## src/hdl/src_pkg.sv

```systemverilog
package src_pkg;

  // ----------------------------------------------------------------
  // Timing
  // ----------------------------------------------------------------
  localparam int CLK_PERIOD_NS = 8;
  localparam int STOP_WAIT_NS = 34000;
  // Typical figure, so the exact quotient is used
  localparam int STOP_WAIT_CYC = STOP_WAIT_NS / CLK_PERIOD_NS;
  // Minimum low time that the pin driver must provide
  localparam int RESET_PIN_MIN_NS = 2000;
  localparam int STAB_BASE_CYC = 256;

  // ----------------------------------------------------------------
  // Widths
  // ----------------------------------------------------------------
  localparam int WAIT_W = 20;
  localparam int STAB_SEL_W = 3;
  localparam int N_EVT = 3;

  // ----------------------------------------------------------------
  // Register byte offsets
  // ----------------------------------------------------------------
  localparam logic [7:0] ADR_CTRL = 8'h00;
  localparam logic [7:0] ADR_STAB_SEL = 8'h04;
  localparam logic [7:0] ADR_STATUS = 8'h08;
  localparam logic [7:0] ADR_CAUSE = 8'h0C;
  localparam logic [7:0] ADR_IRQ_STAT = 8'h10;
  localparam logic [7:0] ADR_IRQ_CLR = 8'h14;
  localparam logic [7:0] ADR_IRQ_EN = 8'h18;

  // ----------------------------------------------------------------
  // Field positions
  // ----------------------------------------------------------------
  localparam int CTRL_HALT_BIT = 0;
  localparam int CTRL_STOP_BIT = 1;
  localparam int CTRL_RES_BIT = 2;
  localparam int CAUSE_WDT_BIT = 0;
  localparam int CAUSE_LVD_BIT = 1;
  localparam int STAT_PIN_BIT = 4;
  localparam int STAT_OPT_BIT = 5;
  localparam int STAT_PORT_BIT = 6;
  localparam int STAT_WAKE_BIT = 7;
  localparam int EVT_HALT_WAKE = 0;
  localparam int EVT_STOP_DONE = 1;
  localparam int EVT_RST_DONE = 2;

  // ----------------------------------------------------------------
  // Reset values
  // ----------------------------------------------------------------
  localparam logic [2:0] STAB_SEL_RST = 3'h4;
  localparam logic CTRL_RES_RST = 1'b1;
  localparam logic [1:0] CAUSE_RST = 2'h0;

  // ----------------------------------------------------------------
  // Types
  // ----------------------------------------------------------------
  typedef enum logic [2:0] {
    ST_RESET = 3'h0,
    ST_RUN = 3'h1,
    ST_HALT = 3'h2,
    ST_STOP = 3'h3,
    ST_OSC_START = 3'h4,
    ST_STAB_WAIT = 3'h5
  } src_state_t;

  typedef struct packed {
    logic sys_osc_en;
    logic lsi_osc_en;
    logic cpu_clk_en;
  } src_clk_ctrl_t;

  typedef struct packed {
    logic sys_rst_n;
    logic wdt_rst;
    logic lvd_rst;
  } src_rst_out_t;

endpackage : src_pkg

```

## src/hdl/src_pin_sync.sv

```systemverilog
`timescale 1ns/100ps
module src_pin_sync #(
  parameter logic RST_VAL = 1'b1
) (
  // Clock and reset
  input wire logic clk,
  input wire logic nrst,
  // Pin and filtered level
  input wire logic din,
  output logic dout
);

  logic s1_q;
  logic s2_q;
  logic s3_q;

  always_ff @(posedge clk) begin
    if (!nrst) begin
      s1_q <= RST_VAL;
      s2_q <= RST_VAL;
      s3_q <= RST_VAL;
    end else begin
      s1_q <= din;
      s2_q <= s1_q;
      s3_q <= s2_q;
    end
  end

  // Level only moves once two stages agree
  always_ff @(posedge clk) begin
    if (!nrst) begin
      dout <= RST_VAL;
    end else if (s2_q == s3_q) begin
      dout <= s3_q;
    end
  end

endmodule : src_pin_sync

```

## src/hdl/src_irq.sv

```systemverilog
`timescale 1ns/100ps
module src_irq #(
  parameter int N = 3
) (
  // Clock and reset
  input wire logic clk,
  input wire logic nrst,
  // Events and software access
  input wire logic [N-1:0] evt,
  input wire logic clr_we,
  input wire logic en_we,
  input wire logic [N-1:0] wdata,
  // State
  output logic [N-1:0] status_q,
  output logic [N-1:0] enable_q,
  output logic irq
);

  if (N < 1 || N > 32) begin : g_bad_n
    $error("src_irq: N out of range");
  end

  // Set wins so an event in the clearing cycle survives
  always_ff @(posedge clk) begin
    if (!nrst) begin
      status_q <= '0;
    end else begin
      status_q <= (status_q & ~(clr_we ? wdata : '0)) | evt;
    end
  end

  always_ff @(posedge clk) begin
    if (!nrst) begin
      enable_q <= '0;
    end else if (en_we) begin
      enable_q <= wdata;
    end
  end

  assign irq = |(status_q & enable_q);

endmodule : src_irq

```

## src/hdl/src_standby_reset.sv

```systemverilog
`timescale 1ns/100ps
module src_standby_reset #(
  parameter int N_INT = 8,
  parameter int STOP_WAIT_CYCLES = src_pkg::STOP_WAIT_CYC,
  parameter int STAB_BASE_CYCLES = src_pkg::STAB_BASE_CYC
) (
  // Clock and power-on-clear reset
  input wire logic CLK,
  input wire logic NRST,
  // Wishbone slave
  input wire logic WB_CYC_I,
  input wire logic WB_STB_I,
  input wire logic WB_WE_I,
  input wire logic [7:0] WB_ADR_I,
  input wire logic [3:0] WB_SEL_I,
  input wire logic [31:0] WB_DAT_I,
  output logic [31:0] WB_DAT_O,
  output logic WB_ACK_O,
  // Reset sources
  input wire logic RESET_PIN_N,
  input wire logic WDT_OVERFLOW,
  input wire logic LOW_VOLTAGE_DETECTOR_RESET,
  // Option byte
  input wire logic OPT_VALID,
  input wire logic OPT_PIN_AS_PORT,
  input wire logic [2:0] OPT_STAB_SEL,
  // Interrupt sources
  input wire logic [N_INT-1:0] INT_REQ,
  input wire logic [N_INT-1:0] INT_MASK,
  // Oscillator
  input wire logic OSC_READY,
  output src_pkg::src_clk_ctrl_t CLOCK_CTRL,
  // Resets out and port input
  output src_pkg::src_rst_out_t RESET_OUT,
  output logic RESET_PIN_PORT_INPUT,
  // Interrupt
  output logic IRQ
);

  // ----------------------------------------------------------------
  // Parameter checks
  // ----------------------------------------------------------------
  if (N_INT < 1 || STOP_WAIT_CYCLES < 1 || STAB_BASE_CYCLES < 1) begin : g_bad_count
    $error("src_standby_reset: counts must be positive");
  end
  if (STOP_WAIT_CYCLES + (STAB_BASE_CYCLES << 7) >= (1 << src_pkg::WAIT_W)) begin : g_bad_wait
    $error("src_standby_reset: wait exceeds counter");
  end

  // ----------------------------------------------------------------
  // Declarations
  // ----------------------------------------------------------------
  src_pkg::src_state_t state_q;
  src_pkg::src_state_t state_d;
  logic [src_pkg::WAIT_W-1:0] wait_q;
  logic reset_phase_q;
  logic lvd_cause_q;
  logic opt_done_q;
  logic port_mode_q;
  logic resonator_q;
  logic [2:0] stab_sel_q;
  logic [1:0] cause_q;
  logic ack_q;
  logic [31:0] dat_q;
  logic pin_lvl;
  logic pin_rst;
  logic rst_src;
  logic wake;
  logic req;
  logic wr_fire;
  logic wr_ctrl;
  logic halt_req;
  logic stop_req;
  logic stab_done;
  logic [src_pkg::N_EVT-1:0] evt;
  logic [src_pkg::N_EVT-1:0] irq_stat;
  logic [src_pkg::N_EVT-1:0] irq_en;

  function automatic logic [src_pkg::WAIT_W-1:0] stab_cycles(input logic [2:0] sel);
    stab_cycles = src_pkg::WAIT_W'(STAB_BASE_CYCLES) << sel;
  endfunction : stab_cycles

  // ----------------------------------------------------------------
  // Reset sources
  // ----------------------------------------------------------------
  src_pin_sync #(
    .RST_VAL(1'b1)
  ) u_pin (
    .clk(CLK),
    .nrst(NRST),
    .din(RESET_PIN_N),
    .dout(pin_lvl)
  );

  // Port mode only counts once the option byte has been evaluated
  assign pin_rst = ~pin_lvl & (~port_mode_q | ~opt_done_q);
  assign rst_src = pin_rst | WDT_OVERFLOW | LOW_VOLTAGE_DETECTOR_RESET;
  assign wake = |(INT_REQ & ~INT_MASK);
  assign RESET_PIN_PORT_INPUT = pin_lvl;

  always_ff @(posedge CLK) begin
    if (!NRST) begin
      opt_done_q <= 1'b0;
      port_mode_q <= 1'b0;
    end else if (state_q == src_pkg::ST_RESET) begin
      opt_done_q <= 1'b0;
    end else if (OPT_VALID) begin
      opt_done_q <= 1'b1;
      port_mode_q <= OPT_PIN_AS_PORT;
    end
  end

  // ----------------------------------------------------------------
  // Register bus
  // ----------------------------------------------------------------
  assign req = WB_CYC_I & WB_STB_I;
  assign wr_fire = req & WB_WE_I & ack_q & WB_SEL_I[0];
  assign wr_ctrl = wr_fire & (WB_ADR_I == src_pkg::ADR_CTRL);
  assign halt_req = wr_ctrl & WB_DAT_I[src_pkg::CTRL_HALT_BIT];
  assign stop_req = wr_ctrl & WB_DAT_I[src_pkg::CTRL_STOP_BIT];

  always_ff @(posedge CLK) begin
    if (!NRST) begin
      ack_q <= 1'b0;
    end else begin
      ack_q <= req & ~ack_q;
    end
  end

  always_ff @(posedge CLK) begin
    if (!NRST) begin
      dat_q <= 32'h0000_0000;
    end else if (req & ~ack_q) begin
      unique case (WB_ADR_I)
        src_pkg::ADR_CTRL: dat_q <= {29'h0, resonator_q, 2'h0};
        src_pkg::ADR_STAB_SEL: dat_q <= {29'h0, stab_sel_q};
        src_pkg::ADR_STATUS: dat_q <= {24'h0, wake, port_mode_q, opt_done_q, pin_lvl,
                                       1'b0, state_q};
        // Whole word returned; single-bit reads are not supported
        src_pkg::ADR_CAUSE: dat_q <= {30'h0, cause_q};
        src_pkg::ADR_IRQ_STAT: dat_q <= {29'h0, irq_stat};
        src_pkg::ADR_IRQ_EN: dat_q <= {29'h0, irq_en};
        default: dat_q <= 32'h0000_0000;
      endcase
    end
  end

  assign WB_ACK_O = ack_q;
  assign WB_DAT_O = dat_q;

  always_ff @(posedge CLK) begin
    if (!NRST) begin
      resonator_q <= src_pkg::CTRL_RES_RST;
    end else if (wr_ctrl) begin
      resonator_q <= WB_DAT_I[src_pkg::CTRL_RES_BIT];
    end
  end

  always_ff @(posedge CLK) begin
    if (!NRST) begin
      stab_sel_q <= src_pkg::STAB_SEL_RST;
    end else if (wr_fire & (WB_ADR_I == src_pkg::ADR_STAB_SEL)) begin
      stab_sel_q <= WB_DAT_I[2:0];
    end
  end

  // Flags only cleared by power-on-clear
  always_ff @(posedge CLK) begin
    if (!NRST) begin
      cause_q <= src_pkg::CAUSE_RST;
    end else begin
      if (WDT_OVERFLOW) begin
        cause_q[src_pkg::CAUSE_WDT_BIT] <= 1'b1;
      end
      if (LOW_VOLTAGE_DETECTOR_RESET) begin
        cause_q[src_pkg::CAUSE_LVD_BIT] <= 1'b1;
      end
    end
  end

  // ----------------------------------------------------------------
  // Standby and reset sequencer
  // ----------------------------------------------------------------
  assign stab_done = (state_q == src_pkg::ST_STAB_WAIT) && (wait_q == '0);

  always_comb begin
    state_d = state_q;
    unique case (state_q)
      src_pkg::ST_RESET: begin
        if (!rst_src) begin
          state_d = src_pkg::ST_OSC_START;
        end
      end
      src_pkg::ST_RUN: begin
        // A pending request cancels the standby entry
        if (stop_req && !wake) begin
          state_d = src_pkg::ST_STOP;
        end else if (halt_req && !wake) begin
          state_d = src_pkg::ST_HALT;
        end
      end
      src_pkg::ST_HALT: begin
        if (wake) begin
          state_d = src_pkg::ST_RUN;
        end
      end
      src_pkg::ST_STOP: begin
        if (wake) begin
          state_d = src_pkg::ST_OSC_START;
        end
      end
      src_pkg::ST_OSC_START: begin
        // Count only after the oscillator has started
        if (OSC_READY) begin
          state_d = src_pkg::ST_STAB_WAIT;
        end
      end
      src_pkg::ST_STAB_WAIT: begin
        if (wait_q == '0) begin
          state_d = src_pkg::ST_RUN;
        end
      end
      default: state_d = src_pkg::ST_RESET;
    endcase
    if (rst_src) begin
      state_d = src_pkg::ST_RESET;
    end
  end

  always_ff @(posedge CLK) begin
    if (!NRST) begin
      state_q <= src_pkg::ST_RESET;
    end else begin
      state_q <= state_d;
    end
  end

  always_ff @(posedge CLK) begin
    if (!NRST) begin
      wait_q <= '0;
    end else if (state_q == src_pkg::ST_OSC_START && OSC_READY) begin
      if (reset_phase_q) begin
        wait_q <= stab_cycles(OPT_STAB_SEL) - 1'b1;
      end else if (resonator_q) begin
        wait_q <= src_pkg::WAIT_W'(STOP_WAIT_CYCLES) + stab_cycles(stab_sel_q)
                  - 1'b1;
      end else begin
        wait_q <= src_pkg::WAIT_W'(STOP_WAIT_CYCLES) - 1'b1;
      end
    end else if (state_q == src_pkg::ST_STAB_WAIT && wait_q != '0) begin
      wait_q <= wait_q - 1'b1;
    end
  end

  // Marks a release from reset rather than from stop
  always_ff @(posedge CLK) begin
    if (!NRST) begin
      reset_phase_q <= 1'b1;
    end else if (rst_src) begin
      reset_phase_q <= 1'b1;
    end else if (stab_done) begin
      reset_phase_q <= 1'b0;
    end
  end

  always_ff @(posedge CLK) begin
    if (!NRST) begin
      lvd_cause_q <= 1'b0;
    end else if (LOW_VOLTAGE_DETECTOR_RESET) begin
      lvd_cause_q <= 1'b1;
    end else if (state_q != src_pkg::ST_RESET) begin
      lvd_cause_q <= 1'b0;
    end
  end

  // ----------------------------------------------------------------
  // Clock and reset outputs
  // ----------------------------------------------------------------
  always_comb begin
    // Both oscillators off in reset; the fast one also in stop
    CLOCK_CTRL.sys_osc_en = (state_q != src_pkg::ST_RESET) &&
                            (state_q != src_pkg::ST_STOP);
    CLOCK_CTRL.lsi_osc_en = (state_q != src_pkg::ST_RESET);
    CLOCK_CTRL.cpu_clk_en = (state_q == src_pkg::ST_RUN);
    RESET_OUT.sys_rst_n = ~reset_phase_q;
    // Every reset source also clears the watchdog, its own included
    RESET_OUT.wdt_rst = (state_q == src_pkg::ST_RESET);
    // Detector keeps its state through a reset it raised itself
    RESET_OUT.lvd_rst = (state_q == src_pkg::ST_RESET) && !lvd_cause_q &&
                        !LOW_VOLTAGE_DETECTOR_RESET;
  end

  // ----------------------------------------------------------------
  // Interrupts
  // ----------------------------------------------------------------
  always_comb begin
    evt = '0;
    evt[src_pkg::EVT_HALT_WAKE] = (state_q == src_pkg::ST_HALT) && wake && !rst_src;
    evt[src_pkg::EVT_STOP_DONE] = stab_done && !reset_phase_q && !rst_src;
    evt[src_pkg::EVT_RST_DONE] = stab_done && reset_phase_q && !rst_src;
  end

  src_irq #(
    .N(src_pkg::N_EVT)
  ) u_irq (
    .clk(CLK),
    .nrst(NRST),
    .evt(evt),
    .clr_we(wr_fire & (WB_ADR_I == src_pkg::ADR_IRQ_CLR)),
    .en_we(wr_fire & (WB_ADR_I == src_pkg::ADR_IRQ_EN)),
    .wdata(WB_DAT_I[src_pkg::N_EVT-1:0]),
    .status_q(irq_stat),
    .enable_q(irq_en),
    .irq(IRQ)
  );

endmodule : src_standby_reset

```

## config.mk

```make
export PLATFORM = sky130hd
export DESIGN_NAME = src_standby_reset
export DESIGN_NICKNAME = d
export VERILOG_FILES = /design/src/hdl/src_pkg.sv /design/src/hdl/src_pin_sync.sv /design/src/hdl/src_irq.sv /design/src/hdl/src_standby_reset.sv
export SDC_FILE = /design/constraint.sdc
export NUM_CORES = 1
export LEC_CHECK = 0
export BUFFER_PORTS_ARGS = -buffer_cell sky130_fd_sc_hd__buf_4
export CAP_MARGIN = 25
export CORE_UTILIZATION = 50
export DETAILED_ROUTE_END_ITERATION = 10
export PLACE_DENSITY = 0.91
export RECOVER_POWER = 25
export SYNTH_ARGS = -nofsm -noshare
export SYNTH_HDL_FRONTEND = slang
export SYNTH_SLANG_ARGS = --single-unit
```

## constraint.sdc

```tcl
create_clock -name CLK -period 2.55 [get_ports CLK]
set_input_delay 0.51 -clock CLK [delete_from_list [all_inputs] [get_ports CLK]]
set_output_delay 0.51 -clock CLK [all_outputs]
set_load 0.02 [all_outputs]
```

### After elaboration in Yosys (flattened, before gate mapping)

Cells that the tools add are included.

* $add $sub $neg: 4
* equal/unequal tests: 18
* bitwise logic cells: 28
* shift-type cells: 2
* reductions and logical operators: 32
* multiplexer cells: 15

Operators with widths (count)
* $mux W20: 4
* $sub A20 B1 Y20 const B: 3
* $pmux W8 S6: 1
* $shl A9 B3 Y20 const A: 2
* $eq A8 B5 Y1 const B: 3
* $mux W3: 7
* $add A13 B20 Y20 const A: 1
* $logic_not A20 Y1: 1
* $reduce_bool A20 Y1: 1
* $pmux W3 S6: 1
* $eq A8 B4 Y1 const B: 2
* $logic_and A1 B1 Y1: 14
* $and A1 B1 Y1: 12
* $and A8 B8 Y8: 1
* $eq A8 B3 Y1 const B: 1
* $logic_not A8 Y1: 1
* $not A8 Y8: 1
* $reduce_or A8 Y1: 1
* $not A1 Y1: 7
* $and A3 B3 Y3: 2
* $eq A3 B2 Y1 const B: 2
* $eq A3 B3 Y1 const B: 2
* $ne A2 B2 Y1 const B: 3
* $logic_not A1 Y1: 5
* 16 further kinds: 21

* logic and storage cells: 117
* output and inout port bits: 41
* register bits after elaboration: 76

### Longest topological paths before layout

Gate-level depths: netlist (run 1).

* depth after elaboration: 10
* mapped depth: 9

### Hierarchy

From an unflattened synthesis (run 1), not the netlist that was laid out.

* cell total of the unflattened synthesis: 372
* area total of the unflattened synthesis: 2985.4 um^2

By module, submodules not included
* src_standby_reset: cells each 339, area an instance 2645.0 um^2, seq. area each 820.8 um^2, times used 1
* src_irq: cells each 23, area an instance 227.7 um^2, seq. area each 120.1 um^2, times used 1
* src_pin_sync: cells each 10, area an instance 112.6 um^2, seq. area each 80.1 um^2, times used 1

### Least setup slack after synthesis (run 1)

Ideal clock, no wire load.

* path kind: register to register
* start point: register wait_q[2] (netlist name)
* end point: register wait_q[2] (netlist name)
* period minus slack after synthesis: 2323 ps
* buffers on the path: 2
* arrival: 2204 ps
* cell stages (with the launch flop): 8
* library setup time: 120 ps
* slack: 227 ps
* path through: dfxtp_1 or4_1 buf_2 or3_1 buf_6 o31a_1 and3_1 o31a_1

* cells in the longest elaborated chain, start to end: 3

RTL lines
* start: declaration: RTL line src_standby_reset.sv:55 `logic [src_pkg::WAIT_W-1:0] wait_q;`
* start signal: assignment: RTL line src_standby_reset.sv:243 `wait_q <= stab_cycles(OPT_STAB_SEL) - 1'b1;`
* start signal: assignment: RTL line src_standby_reset.sv:245 `wait_q <= src_pkg::WAIT_W'(STOP_WAIT_CYCLES) + stab_cycles(stab_sel_q)`
* start signal: assignment: RTL line src_standby_reset.sv:248 `wait_q <= src_pkg::WAIT_W'(STOP_WAIT_CYCLES) - 1'b1;`
* $sub A20 B1 Y20 / $reduce_bool A20 Y1 (equally long branches): RTL line src_standby_reset.sv:251, src_standby_reset.sv:250
* $mux W20 / $logic_and A1 B1 Y1 (equally long branches): RTL line src_standby_reset.sv:250 `end else if (state_q == src_pkg::ST_STAB_WAIT && wait_q != '0) begin`
* $mux W20 / $reduce_bool A2 Y1 (equally long branches)

Parallel ways exist; a longest one is shown, timed or not. The select of a mux whose other input is x is not followed.
A chain may end at the register's enable or synchronous reset.

### Final worst setup path (run 1)

Same ends and word-level chain as after synthesis.

==> impl_metrics.json, run 1 <==
{
  "synth.distinct_cells": 61,
  "fin_setup_tns_ns": 0,
  "synth_top_area_frac": 0.323,
  "setup_viol": 0,
  "critical_path_class": "reg2reg",
  "max_freq_ghz": 0.414,
  "netlist_area_mm2": 0.00316,
  "cts_max_level": 2,
  "dr.pass1.iters": 7,
  "clockBufferDepth": 2,
  "place_hpwl_mm": 5.55,
  "track_usage": 0.238,
  "cts_resized": 0,
  "drv_cap": 0,
  "die-area_mm2": 0.00665,
  "portBuffers": 57,
  "synth_ff_type": "dfxtp_1",
  "end_kind": "flop",
  "power.leakage_nw": 1.46,
  "core_area_mm2": 0.00603,
  "drive_gt1_frac": 0.177,
  "avgSynthCellArea_um2": 7.91,
  "cp_max_fo": 7,
  "crit_arrival_ns": 2.63,
  "syn_inst": 400,
  "yosysTopAreaCell": "dfxtp_1",
  "ys_warn_count": 0,
  "path_clk_slew_ns": 0.09,
  "drc": 0,
  "final.min_clock_period_ns": 2.42,
  "slew_viol_final": 0,
  "finalHoldViolCount": 0,
  "finalNetCount": 527,
  "synth-edff-count": 0,
  "ys_top_cells_by_area": "dfxtp_1, buf_4, nor2_1",
  "worst_slew_pin_slew_ns": 0.873,
  "fp-row-count": 28,
  "dr.first_iter.drc_count": 290,
  "status": "finished, final reports clean",
  "initial_core_util": 0.525,
  "grt_pass1_wl_mm": 12.4,
  "hp-class": "in2reg",
  "routabilityCongestion": 0.943,
  "drtAntennaViolNets": 0,
  "slew_headroom": 0.418,
  "cellPowerDensity_mw_per_mm2": 472,
  "die_h_um": 81.6,
  "cts_sinks": 51,
  "startpoint_type": "flop",
  "wirelength_mm": 7.77,
  "crit_required_ns": 2.76,
  "numCtsBuffers": 5,
  "insertion_delay_ns": 0.32,
  "wire_per_inst_um": 14.8,
  "ir_drop_mv": 0.411,
  "dr_total_vias": 3185,
  "viasPerCell": 6.06,
  "ys_seq_elements": 51,
  "diodes": 0,
  "post-route-period-util": 0.948,
  "postCtsHoldBufs": 0,
  "cts-root-buf": "clkbuf_8",
  "skew_ns": 0.00929,
  "cts_tree": "built",
  "ys_seq_area_frac": 0.323,
  "syn_to_final_growth_pct": 15.3,
  "rsz0062_at_grt": "false",
  "antenna_found_initial": 0,
  "overflow": 0,
  "async_reset_ff_frac": 0,
  "ios": 115,
  "grt_pass1_vias": 2743,
  "die_x_um": 81.6,
  "grt_max_degree": 23,
  "fin_hold_ws_ns": 0.379,
  "postCtsSetupBuffers": 0
}
cells by family after synthesis:
kind of cell             Yosys count  share of synthesized area
flip-flops                        51                      0.323
XOR/XNOR                           5                     0.0138
multiplexers                      10                     0.0316
other                              1                    0.00119
adder cells (fa/ha/maj)            3                     0.0119
buffers and inverters             63                      0.110
AO/OA/AOI/OAI                    101                      0.224
AND/OR/NAND/NOR                  166                      0.285
per-stage QoR:
step                power, mW  setup WS (ns)  instances  cell area [um2]   util
floorplan                1.08          0.227        424             3250      -
global placement         1.14          0.210        518             3560  0.592
detailed placement       1.15          0.163        518             3560  0.592
CTS                      1.72          0.148        526             3680  0.611
global route             1.79         0.0372        526             3650  0.605
finish                   1.72          0.133        526             3650  0.605
cells in the mapped netlist, types with 4 or more instances:
cell	n
a311oi_1	4
nand3_1	12
clkbuf_1	21
xor2_1	4
and3_1	5
nor2b_1	7
o21ai_0	19
o31ai_1	4
a21oi_1	25
dfxtp_1	51
nor3_1	13
nor3b_1	8
nand2b_1	5
or2_2	7
inv_1	14
a31oi_1	10
nor4_1	5
mux2i_1	10
or3_1	12
o22ai_1	4
buf_4	25
or4_1	6
nand2_1	31
nor2_1	35
nand4_1	4
worst paths after layout:
kind / slack, ns / end / cells after the start / from
worst min register to register: 0.42 / u_pin.s2_q$_SDFF_PN1_ / 1 / u_pin.s1_q$_SDFF_PN1_
worst max-delay path: 0.13 / wait_q[2]$_SDFFE_PN0P_ / 5 / wait_q[2]$_SDFFE_PN0P_
worst min-delay path: 0.38 / u_pin.s1_q$_SDFF_PN1_ / 2 / RESET_PIN_N
worst max register to register: 0.13 / wait_q[2]$_SDFFE_PN0P_ / 5 / wait_q[2]$_SDFFE_PN0P_
critical path: stages, from the launching register on:
cell     delay (ns)
dfxtp_1        0.37
or4_1          0.56
or3_1          0.50
o31a_1         0.42
and3_1         0.21
o31a_1         0.26
registers in the layout, indices dropped and copies added (netlist names):
signal	flops
reset_phase_q	1
u_pin.s3_q	1
state_q	3
u_pin.s1_q	1
lvd_cause_q	1
u_pin.s2_q	1
resonator_q	1
port_mode_q	1
WB_ACK_O	1
u_irq.status_q	3
cause_q	2
opt_done_q	1
u_pin.dout	1
WB_DAT_O	7
stab_sel_q	3
u_irq.enable_q	3
wait_q	20
report_power, final:
group | total, mW | internal, mW | switching (mW) | leakage, nW
sequential | 0.833 | 0.815 | 0.0177 | 0.414
clock | 0.586 | 0.298 | 0.289 | 0.0587
combinational | 0.301 | 0.117 | 0.183 | 0.990
total | 1.72 | 1.23 | 0.490 | 1.46
routing by layer:
metal,part of all wire,track usage,vias to the layer above
li1,-,-,1514
met1,0.42,0.283,1491
met2,0.49,0.421,162
met3,0.081,0.0578,18
met4,0.016,0.0661,0
met5,0,0,-
cell type report:
type,count,area (um2)
Clock buffer,5,68.8
Clock inverter,3,47.5
Fill cell,511,2380
Inverter,14,52.6
Multi-Input combinational cell,310,1890
Sequential cell,51,1020
Tap cell,75,93.8
Timing Repair Buffer,68,477
layout by cell type, fill, tap and decap left out, types with 6 or more instances in the layout:
cell,netlist,routed
conb_1,1,25
mux2i_1,10,10
nor2b_1,7,7
clkbuf_1,21,9
o21ai_0,19,19
inv_1,14,14
a21oi_1,25,25
dfxtp_1,51,51
or3_1,12,12
nand3_1,12,12
a31oi_1,10,10
nor3b_1,8,8
nor3_1,13,13
buf_4,25,59
nor2_1,35,35
nand2_1,31,31
or2_2,7,7
or4_1,6,6
Note: power is estimated with default switching activity, not from simulation.
==> run 2, diff against run 1 <==
==> constraint.sdc (replaced) <==
create_clock -name CLK -period 2.55 [get_ports CLK]
set_input_delay 0.1275 -clock CLK [delete_from_list [all_inputs] [get_ports CLK]]
set_output_delay 0.1275 -clock CLK [all_outputs]
set_load 0.02 [all_outputs]
==> impl_metrics.json, run 2 (synthesized netlist as in run 1, its figures left out) <==
{
  "dr.first_iter.drc_count": 393,
  "portBuffers": 57,
  "cts-root-buf": "clkbuf_8",
  "skew_ns": 0.00980,
  "largest_reg_flops": 20,
  "slew_headroom": 0.444,
  "die-area_mm2": 0.00665,
  "fin_setup_tns_ns": 0,
  "final_common_cell": "buf_4",
  "postCtsSetupBuffers": 0,
  "final_cell_mix": "buf_4, dfxtp_1, nor2_1",
  "setup_viol": 0,
  "ir_drop_mv": 0.314,
  "placedInstanceArea_mm2": 0.00357,
  "critical_path_class": "reg2reg",
  "syn_to_final_growth_pct": 14.4,
  "startpoint": "wait_q[2]$_SDFFE_PN0P_",
  "cts_resized": 0,
  "numCtsBuffers": 5,
  "final.min_clock_period_ns": 2.38,
  "cts_max_level": 2,
  "postCtsHoldBufs": 0,
  "insertion_delay_ns": 0.31,
  "routabilityCongestion": 0.939,
  "clockBufferDepth": 2,
  "clockPowerShare": 0.290,
  "ios": 115,
  "die_h_um": 81.6,
  "post-route-period-util": 0.933,
  "dr.pass1.iters": 5,
  "hp-class": "in2reg",
  "dr_total_vias": 3165,
  "fp-row-count": 28,
  "crit_required_ns": 2.80,
  "grt_pass1_wl_mm": 12.8,
  "initial_core_util": 0.525,
  "finalNetCount": 528,
  "p_sw_uw": 478,
  "drc": 0,
  "pwr-share-seq": 0.519,
  "drv_cap": 0,
  "slew_viol_final": 0,
  "grt_pass1_vias": 2818,
  "combPwrFrac": 0.192,
  "power.leakage_nw": 1.44,
  "rsz0062_at_grt": "false",
  "die_x_um": 81.6,
  "min_from": "RESET_PIN_N",
  "worst_slew_pin_slew_ns": 0.834,
  "finalHoldViolCount": 0,
  "drtAntennaViolNets": 0,
  "crit_arrival_ns": 2.63,
  "diodes": 0,
  "path_clk_slew_ns": 0.09,
  "r2r-start": "wait_q[2]$_SDFFE_PN0P_",
  "wirelength_mm": 7.82,
  "r2r_slack_ns": 0.17,
  "core_area_mm2": 0.00603,
  "wire_per_inst_um": 14.8,
  "track_usage": 0.245,
  "end_kind": "flop",
  "fillers": 524,
  "r2r_end": "wait_q[17]$_SDFFE_PN0P_",
  "max_freq_ghz": 0.420,
  "crit_end": "wait_q[17]$_SDFFE_PN0P_",
  "grt_max_degree": 28,
  "swShare": 0.298,
  "place_hpwl_mm": 5.75,
  "drive_gt1_frac": 0.175,
  "fin_area_mm2": 0.00362,
  "internal_power_mw": 1.13,
  "cts_tree": "built",
  "cellPowerDensity_mw_per_mm2": 443,
  "cp_max_fo": 9,
  "antenna_found_initial": 0,
  "startpoint_type": "flop",
  "overflow": 0,
  "status": "finished, final reports clean",
  "top_register": "wait_q",
  "r2r_cells": 6,
  "viasPerCell": 6.01,
  "cts_sinks": 51
}
[run 2: cell type report]
cell class / count / area [um2] / share of cell area
multi-input combinational: 310 / 1890 / 0.522
clock buffer: 6 / 72.6 / 0.0201
inverter: 14 / 52.6 / 0.0145
clock inverter: 2 / 12.5 / 0.00346
timing repair buffer: 69 / 477 / 0.132
sequential: 51 / 1020 / 0.282
tap: 75 / 93.8 / 0.0259
[run 2: power groups by stage]
stage | clock, mW | combinational [mW] | sequential [mW]
after global placement | 0 | 0.291 | 0.849
after CTS | 0.463 | 0.304 | 0.832
after floorplan | 0 | 0.232 | 0.846
after detailed placement | 0 | 0.302 | 0.850
after global routing | 0.507 | 0.335 | 0.836
final | 0.465 | 0.307 | 0.832
[run 2: through the flow]
step	setup slack [ns]	std cells	power [mW]	hold WS [ns]	utilization
6_report	0.171	527	1.60	0.00142	0.600
3_3_place_gp	0.252	519	1.14	0.310	0.593
2_1_floorplan	0.227	424	1.08	0.229	-
5_1_grt	0.0242	527	1.68	0.00696	0.600
4_1_cts	0.148	527	1.60	0.00254	0.607
3_5_place_dp	0.169	519	1.15	0.318	0.593
[run 2: worst max-delay path, cell delays in order, from the launching register on]
cell and delay (ns):
dfxtp_1 0.36, or4_1 0.56, buf_4 0.19, nor3_1 0.31, nand4_1 0.30, or4_1 0.47, a21oi_1 0.15
[run 2: worst min path at each step]
| stage | end | slack [ns] | depth (start not counted) |
|---|---|---|---|
| after floorplan | u_pin.s1_q$_SDFF_PN1_ | 0.23 | 1 |
| after global placement | u_pin.s1_q$_SDFF_PN1_ | 0.31 | 2 |
| after detailed placement | u_pin.s1_q$_SDFF_PN1_ | 0.32 | 2 |
| after CTS | u_pin.s1_q$_SDFF_PN1_ | 0.003 | 2 |
| after global routing | u_pin.s1_q$_SDFF_PN1_ | 0.007 | 2 |
| final | u_pin.s1_q$_SDFF_PN1_ | 0.001 | 2 |
[run 2: routing by layer]
metal,GRT usage,part of all wire,wire length (um),vias up
met5,0,0,0,-
met4,0.102,0.020,155,0
met3,0.0400,0.072,561,19
met2,0.417,0.50,3890,171
met1,0.306,0.41,3220,1461
li1,-,-,-,1514
